<file path="config.mk">
export PLATFORM = sky130hd
export DESIGN_NAME = cdps_status_regs
export DESIGN_NICKNAME = d
export VERILOG_FILES = /design/src/verilog/cdps_pkg.sv /design/src/verilog/cdps_status_regs.sv
export SDC_FILE = /design/constraint.sdc
export NUM_CORES = 1
export LEC_CHECK = 0
export BUFFER_PORTS_ARGS = -buffer_cell sky130_fd_sc_hd__buf_4
export CAP_MARGIN = 20
export CORE_MARGIN = 1.5
export CORE_UTILIZATION = 48
export CTS_BUF_LIST = sky130_fd_sc_hd__clkbuf_16
export DETAILED_ROUTE_END_ITERATION = 8
export GPL_ROUTABILITY_DRIVEN = 0
export PLACE_DENSITY = 0.84
export SYNTH_ARGS = -nofsm -noshare
export SYNTH_HDL_FRONTEND = slang
export SYNTH_SLANG_ARGS = --single-unit
</file>
<file path="constraint.sdc">
create_clock -name mclk -period 2 [get_ports mclk]
set_clock_uncertainty 0.2 [all_clocks]
set_input_delay 0.3 -clock mclk [delete_from_list [all_inputs] [get_ports mclk]]
set_output_delay 0.3 -clock mclk [all_outputs]
set_load 0.01 [all_outputs]
</file>
<file path="src/verilog/cdps_pkg.sv">
// Package for the channel discovery and power status block
package cdps_pkg;
  // ****************************************
  // Command codes and layout
  // ****************************************
  localparam logic [7:0] CMD_CH4_DISCOVERY = 8'h0f;
  localparam logic [7:0] CMD_POWER_STATE = 8'h10;
  localparam logic [7:0] RST_CH4_DISCOVERY = 8'h00;
  localparam logic [7:0] RST_POWER_STATE = 8'h00;
  localparam int CLASS_LSB = 4;
  localparam int DETECT_LSB = 0;
  localparam int PG_LSB = 4;
  localparam int ON_LSB = 0;
  localparam int NUM_CH = 4;

  // ****************************************
  // Requested class codes
  // ****************************************
  localparam logic [3:0] RCLS_UNKNOWN = 4'h0;
  localparam logic [3:0] RCLS_RSVD_C0 = 4'h5;
  localparam logic [3:0] RCLS_CLASS0 = 4'h6;
  localparam logic [3:0] RCLS_OVERCUR = 4'h7;
  localparam logic [3:0] RCLS_4P_SS_BASE = 4'h8;
  localparam logic [3:0] RCLS_4PLUS_T1 = 4'hc;
  localparam logic [3:0] RCLS_5_DUAL = 4'hd;
  localparam logic [3:0] RCLS_RSVD_E = 4'he;
  localparam logic [3:0] RCLS_MISMATCH = 4'hf;
  localparam logic [3:0] ASSIGNED_FOR_CLASS0 = 4'h3;

  // ****************************************
  // Detection codes
  // ****************************************
  localparam logic [3:0] DET_UNKNOWN = 4'h0;
  localparam logic [3:0] DET_SHORT = 4'h1;
  localparam logic [3:0] DET_TOO_LOW = 4'h3;
  localparam logic [3:0] DET_VALID = 4'h4;
  localparam logic [3:0] DET_TOO_HIGH = 4'h5;
  localparam logic [3:0] DET_OPEN = 4'h6;
  localparam logic [3:0] DET_FET_FAULT = 4'he;

  // Outcome of one discovery cycle on channel 4, from the core
  typedef struct packed {
    logic valid;            // One-cycle pulse
    logic [3:0] class_num;  // Measured class 0..8 (three-finger)
    logic class_ovc;        // Overcurrent during classification
    logic class_mismatch;   // Fingers disagreed
    logic dual_sig;         // Four-pair dual signature seen
    logic [3:0] det_code;   // Detection status code
  } cdps_disc_s;

  // Register read answer
  typedef struct packed {
    logic ack;
    logic hit;
    logic [7:0] data;
  } cdps_rd_s;
endpackage

</file>
<file path="src/verilog/cdps_status_regs.sv">
// Channel 4 discovery and four-channel power status registers
// Operation
// - Registers read-only; command 0Fh gives channel 4 discovery, 10h power status.
// - Discovery byte: requested class high nibble, detection low nibble, reset zero.
// - Both discovery fields clear when channel 4 is switched off, unless a new result arrives in that cycle.
// - Class codes 0 unknown, 1-4 classes, 5 reserved, 6 class 0, 7 overcurrent.
// - Codes 8-11 classes 5-8 single signature, 12 limited, 13 dual, 15 mismatch.
// - Requested class is the measured one, kept apart from assigned class.
// - Class 4 or higher under lowest allocation reports class 4+ type-1 limited.
// - A class 0 signature gets assigned class 3 when powered.
// - Three-finger result lets four-pair classes 5 and up be reported.
// - Power status: on flags bits 3-0, power-good bits 7-4, reset zero.
// - Power-good set only when on and drain fell below threshold at turn-on.
// - Power-good latched at turn-on end; cleared only by off or reset.
// - A channel's status flags clear whenever it turns off, faults included.
`timescale 1ns/1ps
module cdps_status_regs #(
  parameter int NCH = cdps_pkg::NUM_CH
) (
  input wire logic mclk,                           // Core clock, 100 MHz
  input wire logic reset_n,                        // Synchronous reset, active low
  input wire logic [NCH-1:0] ch_on,                // Channel switched on, core level
  input wire logic [NCH-1:0] turn_on_done,         // Turn-on finished, one-cycle pulse
  input wire logic [NCH-1:0] channel_drain_sense,  // Drain below power-good threshold, pin
  input wire cdps_pkg::cdps_disc_s disc_in,        // Channel 4 discovery outcome
  input wire logic alloc_lowest,                   // Allocation set to lowest full setting
  input wire logic rd_req,                         // Read request pulse
  input wire logic [7:0] rd_cmd,                   // Command code
  output cdps_pkg::cdps_rd_s rd_out,               // Read answer, one cycle later
  output logic [3:0] assigned_class                // Channel 4 assigned class
);
  // ****************************************
  // Local constants and state
  // ****************************************
  // Channel 4 sits on the top bit; only it has a discovery register here
  localparam int DISC_CH = NCH - 1;

  // Synchroniser and edge stages
  logic [NCH-1:0] drain_meta_r;
  logic [NCH-1:0] drain_sync_r;
  logic [NCH-1:0] ch_on_r;
  // Status registers and their next values
  logic [NCH-1:0] power_good_flags_r;
  wire [NCH-1:0] power_good_flags_nxt;
  logic [3:0] requested_class_field_r;
  logic [3:0] requested_class_field_nxt;
  logic [3:0] detection_result_field_r;
  logic [3:0] detection_result_field_nxt;
  logic [3:0] assigned_r;
  logic [3:0] assigned_nxt;
  // Read answer
  cdps_pkg::cdps_rd_s rd_r;
  cdps_pkg::cdps_rd_s rd_nxt;

  // ****************************************
  // Input synchronisers and edges
  // ****************************************
  // Drain sense comes from pins, so two stages before any logic reads it
  always_ff @(posedge mclk) begin
    if (!reset_n) begin
      drain_meta_r <= '0;
      drain_sync_r <= '0;
    end else begin
      drain_meta_r <= channel_drain_sense;
      drain_sync_r <= drain_meta_r;
    end
  end

  // Channel state is core logic on this clock; one stage for edges and on flags
  always_ff @(posedge mclk) begin
    if (!reset_n) begin
      ch_on_r <= cdps_pkg::RST_POWER_STATE[cdps_pkg::ON_LSB +: NCH];
    end else begin
      ch_on_r <= ch_on;
    end
  end

  // Channel 4 edges, taken against the delayed copy
  wire ch4_off_evt = ch_on_r[DISC_CH] && !ch_on[DISC_CH];
  wire ch4_on_evt = !ch_on_r[DISC_CH] && ch_on[DISC_CH];

  // ****************************************
  // Requested class encoding
  // ****************************************
  // Measured class bins; above eight is nothing the core can measure
  wire [3:0] cls = disc_in.class_num;
  wire cls_zero = cls == 4'h0;
  wire cls_two_pair = (cls != 4'h0) && (cls <= 4'h4);
  wire cls_four_pair = (cls >= 4'h5) && (cls <= 4'h8);
  wire cls_hi = cls >= 4'h4;

  // Classes above 4 only arise from the third finger, hence four-pair codes
  wire [3:0] ss_code = cdps_pkg::RCLS_4P_SS_BASE + (cls - 4'h5);
  wire [3:0] base_code = cls_zero ? cdps_pkg::RCLS_CLASS0 :
                         cls_two_pair ? cls :
                         cls_four_pair ? ss_code : cdps_pkg::RCLS_UNKNOWN;

  // Qualifiers in priority order; a mismatch hides every other outcome
  wire use_mismatch = disc_in.class_mismatch;
  wire use_overcur = !use_mismatch && disc_in.class_ovc;
  wire use_limited = !use_mismatch && !use_overcur && alloc_lowest && cls_hi;
  wire use_dual = !use_mismatch && !use_overcur && !use_limited &&
                  disc_in.dual_sig && (cls == 4'h5);
  wire [3:0] class_code = use_mismatch ? cdps_pkg::RCLS_MISMATCH :
                          use_overcur ? cdps_pkg::RCLS_OVERCUR :
                          use_limited ? cdps_pkg::RCLS_4PLUS_T1 :
                          use_dual ? cdps_pkg::RCLS_5_DUAL :
                          base_code;

  // Reserved detection codes pass through as the core reports them
  wire [3:0] det_code = disc_in.det_code;

  // ****************************************
  // Discovery fields of channel 4
  // ****************************************
  // A new result wins over a same-cycle turn-off clear, so no outcome is lost
  assign requested_class_field_nxt = disc_in.valid ? class_code :
                                     ch4_off_evt ? 4'h0 :
                                     requested_class_field_r;
  assign detection_result_field_nxt = disc_in.valid ? det_code :
                                      ch4_off_evt ? 4'h0 :
                                      detection_result_field_r;

  // Both fields start from the register's reset value
  always_ff @(posedge mclk) begin
    if (!reset_n) begin
      requested_class_field_r <= cdps_pkg::RST_CH4_DISCOVERY[cdps_pkg::CLASS_LSB +: 4];
      detection_result_field_r <= cdps_pkg::RST_CH4_DISCOVERY[cdps_pkg::DETECT_LSB +: 4];
    end else begin
      requested_class_field_r <= requested_class_field_nxt;
      detection_result_field_r <= detection_result_field_nxt;
    end
  end

  // ****************************************
  // Assigned class, kept apart
  // ****************************************
  // Class 0 signatures, and the reserved code read as class 0, power as class 3
  wire class0_sig = (requested_class_field_r == cdps_pkg::RCLS_CLASS0) ||
                    (requested_class_field_r == cdps_pkg::RCLS_RSVD_C0);
  wire [3:0] assigned_at_on = class0_sig ? cdps_pkg::ASSIGNED_FOR_CLASS0 :
                              requested_class_field_r;
  // Taken at power-up, so it never changes under a powered load
  assign assigned_nxt = ch4_on_evt ? assigned_at_on :
                        ch4_off_evt ? 4'h0 :
                        assigned_r;

  // Limitation: other loads keep their requested code as the assigned class
  always_ff @(posedge mclk) begin
    if (!reset_n) begin
      assigned_r <= '0;
    end else begin
      assigned_r <= assigned_nxt;
    end
  end
  assign assigned_class = assigned_r;

  // ****************************************
  // Power-good latches, one per channel
  // ****************************************
  genvar g;
  generate
    for (g = 0; g < NCH; g++) begin : g_pg
      // Drain level judged at the turn-on pulse, through the synchroniser
      wire pg_set = ch_on[g] && turn_on_done[g] && drain_sync_r[g];
      // Any off cycle clears, faults included; set wins a same-cycle clash
      wire pg_clr = !ch_on[g];
      assign power_good_flags_nxt[g] = pg_set ? 1'b1 :
                                       pg_clr ? 1'b0 :
                                       power_good_flags_r[g];
    end
  endgenerate

  // Latches cleared only by turn-off or reset
  always_ff @(posedge mclk) begin
    if (!reset_n) begin
      power_good_flags_r <= cdps_pkg::RST_POWER_STATE[cdps_pkg::PG_LSB +: NCH];
    end else begin
      power_good_flags_r <= power_good_flags_nxt;
    end
  end

  // ****************************************
  // Command-coded read port
  // ****************************************
  // Only these two codes hit here; any other code is still answered, reading zero with hit low
  wire hit_disc = rd_cmd == cdps_pkg::CMD_CH4_DISCOVERY;
  wire hit_pwr = rd_cmd == cdps_pkg::CMD_POWER_STATE;

  // ****************************************
  // Status bytes
  // ****************************************
  // Bytes assembled from the package's field positions
  wire [7:0] disc_byte;
  wire [7:0] pwr_byte;
  assign disc_byte[cdps_pkg::CLASS_LSB +: 4] = requested_class_field_r;
  assign disc_byte[cdps_pkg::DETECT_LSB +: 4] = detection_result_field_r;
  // On flags are the registered channel state, cleared with the channel
  assign pwr_byte[cdps_pkg::PG_LSB +: NCH] = power_good_flags_r;
  assign pwr_byte[cdps_pkg::ON_LSB +: NCH] = ch_on_r;

  // Nothing here is writable, so the port only ever selects a byte
  wire [7:0] rd_sel = hit_disc ? disc_byte : hit_pwr ? pwr_byte : 8'h00;
  // Idle answers are forced to zero so a stale byte never looks valid
  assign rd_nxt.ack = rd_req;
  assign rd_nxt.hit = rd_req && (hit_disc || hit_pwr);
  assign rd_nxt.data = rd_req ? rd_sel : 8'h00;

  // ****************************************
  // Answer register
  // ****************************************
  // Registered answer; it stands for exactly one cycle
  always_ff @(posedge mclk) begin
    if (!reset_n) begin
      rd_r <= '0;
    end else begin
      rd_r <= rd_nxt;
    end
  end
  assign rd_out = rd_r;
endmodule

</file>
==> summary.txt, run 1 <==
Outcome
  – Status: finished clean

Pwr
  – Peak VDD IR: 0.000588 V
  – Leakage: 0.846 nW
  – Sw Pwr: 0.000396 W
  – PwrDens: 896 nW/µm²
  – Sw frac: 21.3%
  – Total power: 0.00186 W
  – Sequential share of power: 43.1%
  – Internal power: 0.00147 W
  – Combinational fraction of design power: 9.0%
  – Clock power share: 47.9%

Finish
  – Most frequent cells in the layout: buf_4, dfxtp_1, and2_1
  – Layout area overhead: 37.6%
  – Design Area, Final: 2080 µm²
  – Fillers: 241
  – Layout cells sized above 1: 27.5%
  – Antenna Cells: 0
  – Multi-input combinational cell area: 699 µm²
  – Reg area: 761 µm²
  – Commonest non-fill, non-tap cell in the layout: buf_4
  – Layout net count: 250

Place
  – Setup slack at placement: 0.168 ns
  – Number of port buffers: 49
  – Detailed Place HPWL: 2.56 mm
  – Placed inst area: 1910 µm²

Worst setup path
  – CP Launch Type: input pin
  – Crit path max fanout: 10
  – Critical path class: input pin to register
  – CP Data Arrival Time: 1.55 ns
  – Setup crit start: disc_in[7]
  – Crit path required time: 2.01 ns
  – CP Cell Sequence: buf_4, inv_2, ha_1, or3b_1, a31oi_1, o21ai_0, a21oi_1
  – CP delay by family, top: simple AND/OR/NAND/NOR gates
  – CP endpoint kind: register
  – WP buf/inv: 2
  – Reg-to-reg startpoint: ch_on_r[3]
  – Critical path's slowest cell: or3b_1
  – CP peak stage delay: 0.40 ns

Yosys
  – Main combinational cell family by area after synthesis: simple AND/OR/NAND/NOR gates
  – Synth unique cells: 34
  – Leading area contributor after synthesis: dfxtp_1
  – Synth Flop Type: dfxtp_1
  – Post-synth EDFFs: 0
  – Post-synth top area share: 50.4%
  – Post-Syn Area: 1510 µm²
  – Compound-Gate Fraction of Synth Area: 17.8%
  – Post-synthesis xor/xnor area fraction: 1.16%
  – Simple-gate area share of the yosys netlist: 24.0%
  – Yosys reg bits: 38
  – Register area share after synthesis: 50.4%
  – Synth async-reset ratio: 0%
  – Synth Warn #: 0
  – Largest cells by area after synthesis: dfxtp_1, and2_1, nor2b_1, a22oi_1, nor3b_1
  – Post-synthesis mux area share: 0%
  – Avg Inst Size Synth: 9.43 µm²
  – Synth Area in Adders: 3.32%
  – Synth Net Count: 200
  – Post-synthesis cell count: 160

Route
  – Vias per inst: 5.31
  – Avg WL per Cell: 13.8 µm
  – Residual DRC count: 0
  – DRT Pass-1 Iters: 4
  – Routed Antenna Nets: 0
  – DRT iter0 DRCs: 48
  – Vias after detailed routing: 1354
  – Final wirelength: 3.51 mm

Die
  – Floorplan core area: 3030 µm²
  – DIE AREA: 3490 µm²
  – # IOs: 50
  – Row count: 20
  – Starting density of the core: 49.8%
  – Die H: 59.1 µm
  – Die X: 59.1 µm

STA
  – Slew @ Worst Pin: 0.574 ns
  – RSZ-0062 raised after global routing: false
  – Fmax achieved: 651 MHz
  – Period utilization: 76.8%
  – Hold slack: 0.0244 ns
  – Final setup violation count: 0
  – Setup TNS Final: 0 ns
  – Final Hold Viols: 0
  – Setup ws final: 0.463 ns
  – Slew HR: 61.6%
  – Final Slew Violations: 0
  – Minimum clock period: 1.54 ns

CTS
  – Hold bufs inserted after CTS: 0
  – Resized cells post-CTS: 0
  – Worst-path clk slew: 0.06 ns
  – Root buf cell: clkbuf_16
  – Clock latency on the worst-skew pair: 0.28 ns
  – H-tree level count: 2
  – CTS Buf Count: 5
  – Post-CTS setup buffers: 0
  – Clock Sinks: 38
  – CTS max path bufs: 2
  – CTS tree: yes

Worst hold path
  – Hold wc startpoint: channel_drain_sense[3]
  – HP Class: input pin to register

GRT
  – Antenna violations before repair: 0
  – Remaining global-route overflow: 0
  – Vias in the first global route: 1336
  – Largest net degree at the start of global routing: 26
  – Global-route usage over all layers: 22.1%
  – Global-route wire length before repair: 5.64 mm

Run
  – Max-cap violations: 0
state kept, by name (all words and copies together), names as in the netlist:
| signal | count |
|---|---|
| ch_on_r | 4 |
| requested_class_field_r | 4 |
| power_good_flags_r | 4 |
| assigned_class | 4 |
| rd_out | 10 |
| detection_result_field_r | 4 |
| drain_sync_r | 4 |
| drain_meta_r | 4 |
cells in the mapped netlist (4+ instances only):
cell	count
nor2b_1	11
a21oi_1	9
and2_1	16
nand2_1	7
inv_1	5
a31oi_1	4
nor2_1	12
dfxtp_1	38
a22oi_1	9
o21ai_0	6
nor3b_1	8
a21boi_0	4
ha_1	4
power by group through the flow:
stage / clock network, W / logic, W / registers (W)
floorplan: 0 / 0.0000834 / 0.000813
global placement: 0 / 0.000157 / 0.000817
detailed placement: 0 / 0.000167 / 0.000818
CTS: 0.000895 / 0.000169 / 0.000801
global route: 0.000929 / 0.000186 / 0.000804
finish: 0.000891 / 0.000168 / 0.000802
worst paths after layout:
kind	cells after the start	endpoint	slack, ns
max	7	requested_class_field_r[1]	0.46
min	2	drain_meta_r[3]	0.02
max reg2reg	4	requested_class_field_r[3]	0.46
min reg2reg	1	drain_sync_r[2]	0.24
layer usage:
metal	global-route usage [%]	vias up	part of all wire (%)
li1	-	660	-
met1	22.8	628	41
met5	0	-	0
met3	6.77	9	5.3
met4	12.0	0	1.4
met2	39.5	57	53
logic make-up after synthesis:
family,count (synthesis)
fa+ha+maj,4
simple gates,63
buf+inv,12
flops,38
compound gates,41
xor+xnor,2
stage by stage:
| stage | utilization, % | cells |
|---|---|---|
| after detailed placement | 62.9 | 247 |
| after global placement | 62.9 | 247 |
| after global routing | 68.6 | 255 |
| after floorplan | - | 160 |
| after CTS | 68.6 | 255 |
| final | 68.6 | 255 |
cell type report:
type / instances / share of cell area [%]
clock inverter: 3 / 2.17
clock buffer: 5 / 6.03
multi-input combinational: 110 / 33.7
timing repair buffer: 49 / 17.7
sequential: 38 / 36.6
inverter: 6 / 1.08
tap: 44 / 2.65
Power figures use the tool's default switching activity.
==> run 2, diff against run 1 <==
--- a/config.mk
+++ b/config.mk
@@ -8,11 +8,11 @@
 export BUFFER_PORTS_ARGS = -buffer_cell sky130_fd_sc_hd__buf_4
 export CAP_MARGIN = 20
 export CORE_MARGIN = 1.5
-export CORE_UTILIZATION = 48
+export CORE_UTILIZATION = 44
 export CTS_BUF_LIST = sky130_fd_sc_hd__clkbuf_16
 export DETAILED_ROUTE_END_ITERATION = 8
 export GPL_ROUTABILITY_DRIVEN = 0
-export PLACE_DENSITY = 0.84
+export PLACE_DENSITY = 0.82
 export SYNTH_ARGS = -nofsm -noshare
 export SYNTH_HDL_FRONTEND = slang
 export SYNTH_SLANG_ARGS = --single-unit
==> constraint.sdc (replaced) <==
create_clock -name mclk -period 1.4 [get_ports mclk]
set_clock_uncertainty 0.2 [all_clocks]
set_input_delay 0.21 -clock mclk [delete_from_list [all_inputs] [get_ports mclk]]
set_output_delay 0.21 -clock mclk [all_outputs]
set_load 0.01 [all_outputs]
==> run 2 against run 1 <==
Compared with the run above: sequential share of layout area is 4.1 points lower; power is 34% higher; via count is 6.1% higher; design area is 13% higher; sequential power is 43% higher; critical endpoint is now requested_class_field_r[0]; highest routed layer unchanged.
==> summary.txt, run 2 (synthesis results as in run 1) <==
STA
  – RSZ-0062 raised after global routing: false
  – Setup ws final: 0.0546 ns (-0.409 ns)
  – Fmax achieved: 743 MHz
  – Period utilization: 96.1%
  – Slew HR: 56.6% (-5.0 points)
  – Final Slew Violations: 0 (unchanged)
  – Final Hold Viols: 0 (unchanged)
  – Minimum clock period: 1.35 ns
  – Final setup violation count: 0 (unchanged)
  – Setup TNS Final: 0 ns (unchanged)
  – Slew @ Worst Pin: 0.648 ns (+0.0743 ns)

Route
  – Final wirelength: 3.75 mm (+6.7%)
  – Vias after detailed routing: 1436 (+6.1%)
  – Routed Antenna Nets: 0 (unchanged)
  – Residual DRC count: 0 (unchanged)
  – DRT Pass-1 Iters: 4 (unchanged)
  – Avg WL per Cell: 13.3 µm (-3.5%)
  – DRT iter0 DRCs: 42 (-13%)
  – Vias per inst: 5.09 (-4.1%)

GRT
  – Largest net degree at the start of global routing: 16 (-38%)
  – Global-route usage over all layers: 21.1% (-0.95 points)
  – Antenna violations before repair: 0 (unchanged)
  – Remaining global-route overflow: 0 (unchanged)
  – Vias in the first global route: 1341 (+0.37%)
  – Global-route wire length before repair: 5.71 mm (+1.2%)

CTS
  – CTS tree: yes
  – CTS Buf Count: 5 (unchanged)
  – Clock Sinks: 38 (unchanged)
  – H-tree level count: 2 (unchanged)
  – Root buf cell: clkbuf_16
  – Worst-path clk slew: 0.05 ns (about the same)
  – CTS max path bufs: 2 (unchanged)
  – Clock latency on the worst-skew pair: 0.28 ns (about the same)

Finish
  – Max reg flops: 10 (unchanged)
  – Multi-input combinational cell area: 737 µm² (+5.4%)
  – Antenna Cells: 0 (unchanged)
  – Most frequent cells in the layout: buf_4, dfxtp_1, and2_1
  – Fillers: 270 (+12%)
  – Layout cells sized above 1: 31.8% (+4.3 points)
  – Layout Cells excl Fill: 282 (+11%)
  – Commonest non-fill, non-tap cell in the layout: buf_4
  – Reg area: 761 µm² (unchanged)
  – Layout net count: 275 (+10%)
  – Layout area overhead: 55.0%

Die
  – Die H: 61.6 µm (+4.2%)
  – Die X: 61.6 µm (+4.2%)
  – DIE AREA: 3790 µm² (+8.6%)
  – Floorplan core area: 3310 µm² (+9.3%)
  – Starting density of the core: 45.6% (-4.3 points)
  – Row count: 21 (+5.0%)
  – # IOs: 50 (unchanged)

Worst setup path
  – Reg-to-reg startpoint: ch_on_r[3]
  – Worst Reg-to-Reg Cells: 5 (+1)
  – Worst r2r dst: requested_class_field_r[0]
  – Worst reg-to-reg setup slack: 0.05 ns (-0.41 ns)
  – Critical path class: register to register
  – CP Launch Type: register
  – Crit path required time: 1.38 ns (-0.63 ns)
  – Crit path max fanout: 4 (-6)
  – CP endpoint kind: register
  – Setup crit start: ch_on_r[3]
  – CP Data Arrival Time: 1.32 ns (-0.23 ns)
  – Worst Setup EP: requested_class_field_r[0]

Worst hold path
  – Hold wc startpoint: ch_on[3]
  – HP Class: input pin to register

Place
  – Dpl cells: 262 (+6.1%)
  – Setup slack at placement: -0.218 ns (-0.386 ns)
  – Detailed Place HPWL: 2.50 mm (-2.2%)
  – Number of port buffers: 49 (unchanged)

Run
  – Max-cap violations: 0 (unchanged)

Outcome
  – Status: finished clean

Pwr
  – PwrDens: 1070 nW/µm² (+19%)
  – Leakage: 0.970 nW (+15%)
  – Peak VDD IR: 0.000979 V (+66%)
  – Total power: 0.00250 W (+34%)
run 2: cell count changes in the layout (fill, tap and decap cells not counted), sizes merged:
cell	before	now
clkinv	0	2
dlygate4sd3	0	12
inv	6	7
buf	49	62
bufinv	1	0
clkinvlp	2	0
run 2: repair_timing:
item,in CTS,in global routing
hold buffers,12,0
gates resized for setup,0,7
setup buffers,0,0
hold endpoints to repair,12,0
setup endpoints to repair,0,20
run 2: per-stage QoR:
stage               hold WS [ns]  instance area [µm²]  util (%)
floorplan                  0.137                 1550         -
global placement           0.213                 2050      61.9
detailed placement         0.218                 2050      61.9
CTS                      0.00299                 2310      69.7
global route              0.0102                 2340      70.6
finish                   0.00104                 2340      70.6
run 2: worst max-delay path, cell delays in order, from the launching register on:
cell and delay (ns):
dfxtp_1 0.40, ha_4 0.18, nor2b_1 0.04, o21ai_0 0.17, a31oi_1 0.07, and2_1 0.18
run 2: worst min path at each step:
stage                      end  slack (ns)  cells past startpoint
6_report            ch_on_r[3]       0.001                      2
4_1_cts             ch_on_r[3]       0.003                      2
5_1_grt             ch_on_r[3]        0.01                      2
2_1_floorplan  drain_meta_r[0]        0.14                      1
3_3_place_gp   drain_sync_r[3]        0.21                      1
3_5_place_dp   drain_sync_r[1]        0.22                      1
run 2: metal layers:
layer / wire (µm) / GRT usage [%]
met5: 0 / 0
met4: 41 / 6.38
met3: 201 / 8.19
met2: 1990 / 37.7
met1: 1520 / 23.0
run 2: where the power goes:
group	switching [W]	total, W	internal, W
Sequential	0.0000248	0.00115	0.00112
Combinational	0.000128	0.000320	0.000192
Clock	0.000394	0.00104	0.000642
Total	0.000547	0.00250	0.00195
run 2: final cells by class:
type	instances	area share, %
sequential	38	32.5
multi-input combinational	110	31.5
timing repair buffer	74	25.9
clock buffer	5	5.35
tap	46	2.46
inverter	6	1.71
clock inverter	3	0.535
==> run 3, diff against run 2 <==
==> constraint.sdc (replaced) <==
create_clock -name mclk -period 1.4 [get_ports mclk]
set_clock_uncertainty 0.2 [all_clocks]
set_input_delay 0.14 -clock mclk [delete_from_list [all_inputs] [get_ports mclk]]
set_output_delay 0.14 -clock mclk [all_outputs]
set_load 0.01 [all_outputs]
==> run 3 against run 2 <==
Compared with the run above: power grew 0.65%; flip-flop and latch count unchanged; sequential share of layout area grew 0.16 points; via count grew 0.56%; core utilization fell by 0.23 points; design area shrank 0.32%; non-clock buffer count up 2; die area did not move; worst hold slack improved by 0.019 ns; routed wire length is 7.3% higher; setup slack gained 0.0038 ns; critical endpoint is now requested_class_field_r[3]; largest cell class unchanged; highest routed layer unchanged.
==> summary.txt, run 3 (synthesis results as in run 1) <==
Outcome
  – Status: finished clean

Route
  – DRT iter0 DRCs: 66 (+57%)
  – Final wirelength: 4.02 mm (+7.3%)
  – DRT Pass-1 Iters: 6 (+2)
  – Vias per inst: 5.08 (-0.15%)
  – Residual DRC count: 0 (unchanged)
  – Routed Antenna Nets: 0 (unchanged)
  – Avg WL per Cell: 14.2 µm (+6.6%)
  – Vias after detailed routing: 1444 (+0.56%)

Pwr
  – Leakage: 0.959 nW (-1.1%)
  – PwrDens: 1080 nW/µm² (+0.97%)
  – Peak VDD IR: 0.000645 V (-34%)

Finish
  – Fillers: 258 (-4.4%)
  – Fin util: 70.4% (-0.23 points)
  – Layout net count: 277 (+0.73%)
  – Most frequent cells in the layout: buf_4, dfxtp_1, dlygate4sd3_1
  – Commonest non-fill, non-tap cell in the layout: buf_4
  – Max reg flops: 10 (unchanged)
  – Layout Cells excl Fill: 284 (+0.71%)
  – Antenna Cells: 0 (unchanged)
  – Layout cells sized above 1: 29.8% (-1.9 points)
  – Layout area overhead: 54.5%

STA
  – Final Hold Viols: 0 (unchanged)
  – Final setup violation count: 0 (unchanged)
  – Setup ws final: 0.0584 ns (+0.00378 ns)
  – Minimum clock period: 1.34 ns (-0.00378 ns)
  – Setup TNS Final: 0 ns (unchanged)
  – Hold slack: 0.0200 ns (+0.0190 ns)
  – Slew @ Worst Pin: 0.610 ns (-0.0380 ns)
  – Final Slew Violations: 0 (unchanged)
  – Fmax achieved: 745 MHz (+0.28%)
  – Slew HR: 59.2% (+2.5 points)
  – Period utilization: 95.8% (-0.27 points)

Die
  – Row count: 21 (unchanged)
  – Die X: 61.6 µm (unchanged)
  – Die H: 61.6 µm (unchanged)
  – # IOs: 50 (unchanged)
  – DIE AREA: 3790 µm² (unchanged)
  – Starting density of the core: 45.6% (unchanged)
  – Floorplan core area: 3310 µm² (unchanged)

CTS
  – Clock Sinks: 38 (unchanged)
  – Root buf cell: clkbuf_16
  – Worst-path clk slew: 0.06 ns (about the same)
  – Post-CTS setup buffers: 0 (unchanged)
  – CTS max path bufs: 2 (unchanged)
  – H-tree level count: 2 (unchanged)
  – Clock latency on the worst-skew pair: 0.28 ns (about the same)
  – CTS Buf Count: 5 (unchanged)
  – CTS tree: yes

Worst setup path
  – Crit path max fanout: 4 (unchanged)
  – CP endpoint kind: register
  – CP Data Arrival Time: 1.35 ns (+0.03 ns)
  – Crit path required time: 1.41 ns (+0.03 ns)
  – Critical path class: input pin to register
  – CP Launch Type: input pin

GRT
  – Remaining global-route overflow: 0 (unchanged)
  – Antenna violations before repair: 0 (unchanged)
  – Global-route wire length before repair: 5.76 mm (+0.96%)
  – Global-route usage over all layers: 21.3% (+0.13 points)
  – Vias in the first global route: 1301 (-3.0%)
  – Largest net degree at the start of global routing: 26 (+10)

Place
  – Setup slack at placement: -0.130 ns (+0.0878 ns)
  – Number of port buffers: 49 (unchanged)
  – Dpl cells: 256 (-2.3%)
  – Detailed Place HPWL: 2.38 mm (-4.9%)

Run
  – Max-cap violations: 0 (unchanged)

Worst hold path
  – HP Class: input pin to register
-- run 3: path summary, 6_finish.rpt --
path,from,endpoint,slack [ns],cells past startpoint
worst max-delay path,disc_in[5],requested_class_field_r[3],0.06,4
worst min-delay path,disc_in[10],requested_class_field_r[2],0.02,3
worst max register to register,ch_on_r[3],requested_class_field_r[3],0.06,4
worst min register to register,drain_meta_r[3],drain_sync_r[3],0.23,1
-- run 3: power by group --
group	leakage (nW)	total, W	internal (W)	switching (W)
Combinational	0.580	0.000311	0.000188	0.000123
Sequential	0.311	0.00115	0.00112	0.0000256
Clock	0.0672	0.00106	0.000648	0.000411
Total	0.959	0.00252	0.00196	0.000560
-- run 3: area by class of cell --
class | instances | area, µm² | share of cell area (%)
multi-input combinational | 110 | 727 | 31.2
timing repair buffer | 76 | 621 | 26.6
inverter | 6 | 22.5 | 0.966
clock inverter | 3 | 16.3 | 0.698
clock buffer | 5 | 125 | 5.37
tap | 46 | 57.6 | 2.47
sequential | 38 | 762 | 32.7
-- run 3: layer usage --
metal  vias up  routed length, µm  track usage, %
met3        10                173            6.09
met1       673               1600            23.0
li1        713                  -               -
met5         -                  0               0
met4         0                 97            8.81
met2        48               2150            38.5
-- run 3: timing repair --
item / in CTS / in global routing
hold buffers: 20 / 0
endpoints found under the setup margin: 1 / 15
gates cloned: 0 / 0
resized for setup: 2 / 5
hold endpoints to repair: 19 / 0
-- run 3: through the flow --
stage                     area (µm²)  power (W)
final                           2330    0.00252
after global routing            2330    0.00260
after global placement          1970    0.00141
after detailed placement        1970    0.00142
after CTS                       2320    0.00251
after floorplan                 1530    0.00129
-- run 3: critical path, cell delays in order --
cell and delay [ns]:
buf_4 0.12, dlygate4sd3_1 0.55, or3_1 0.37, a31oi_1 0.17
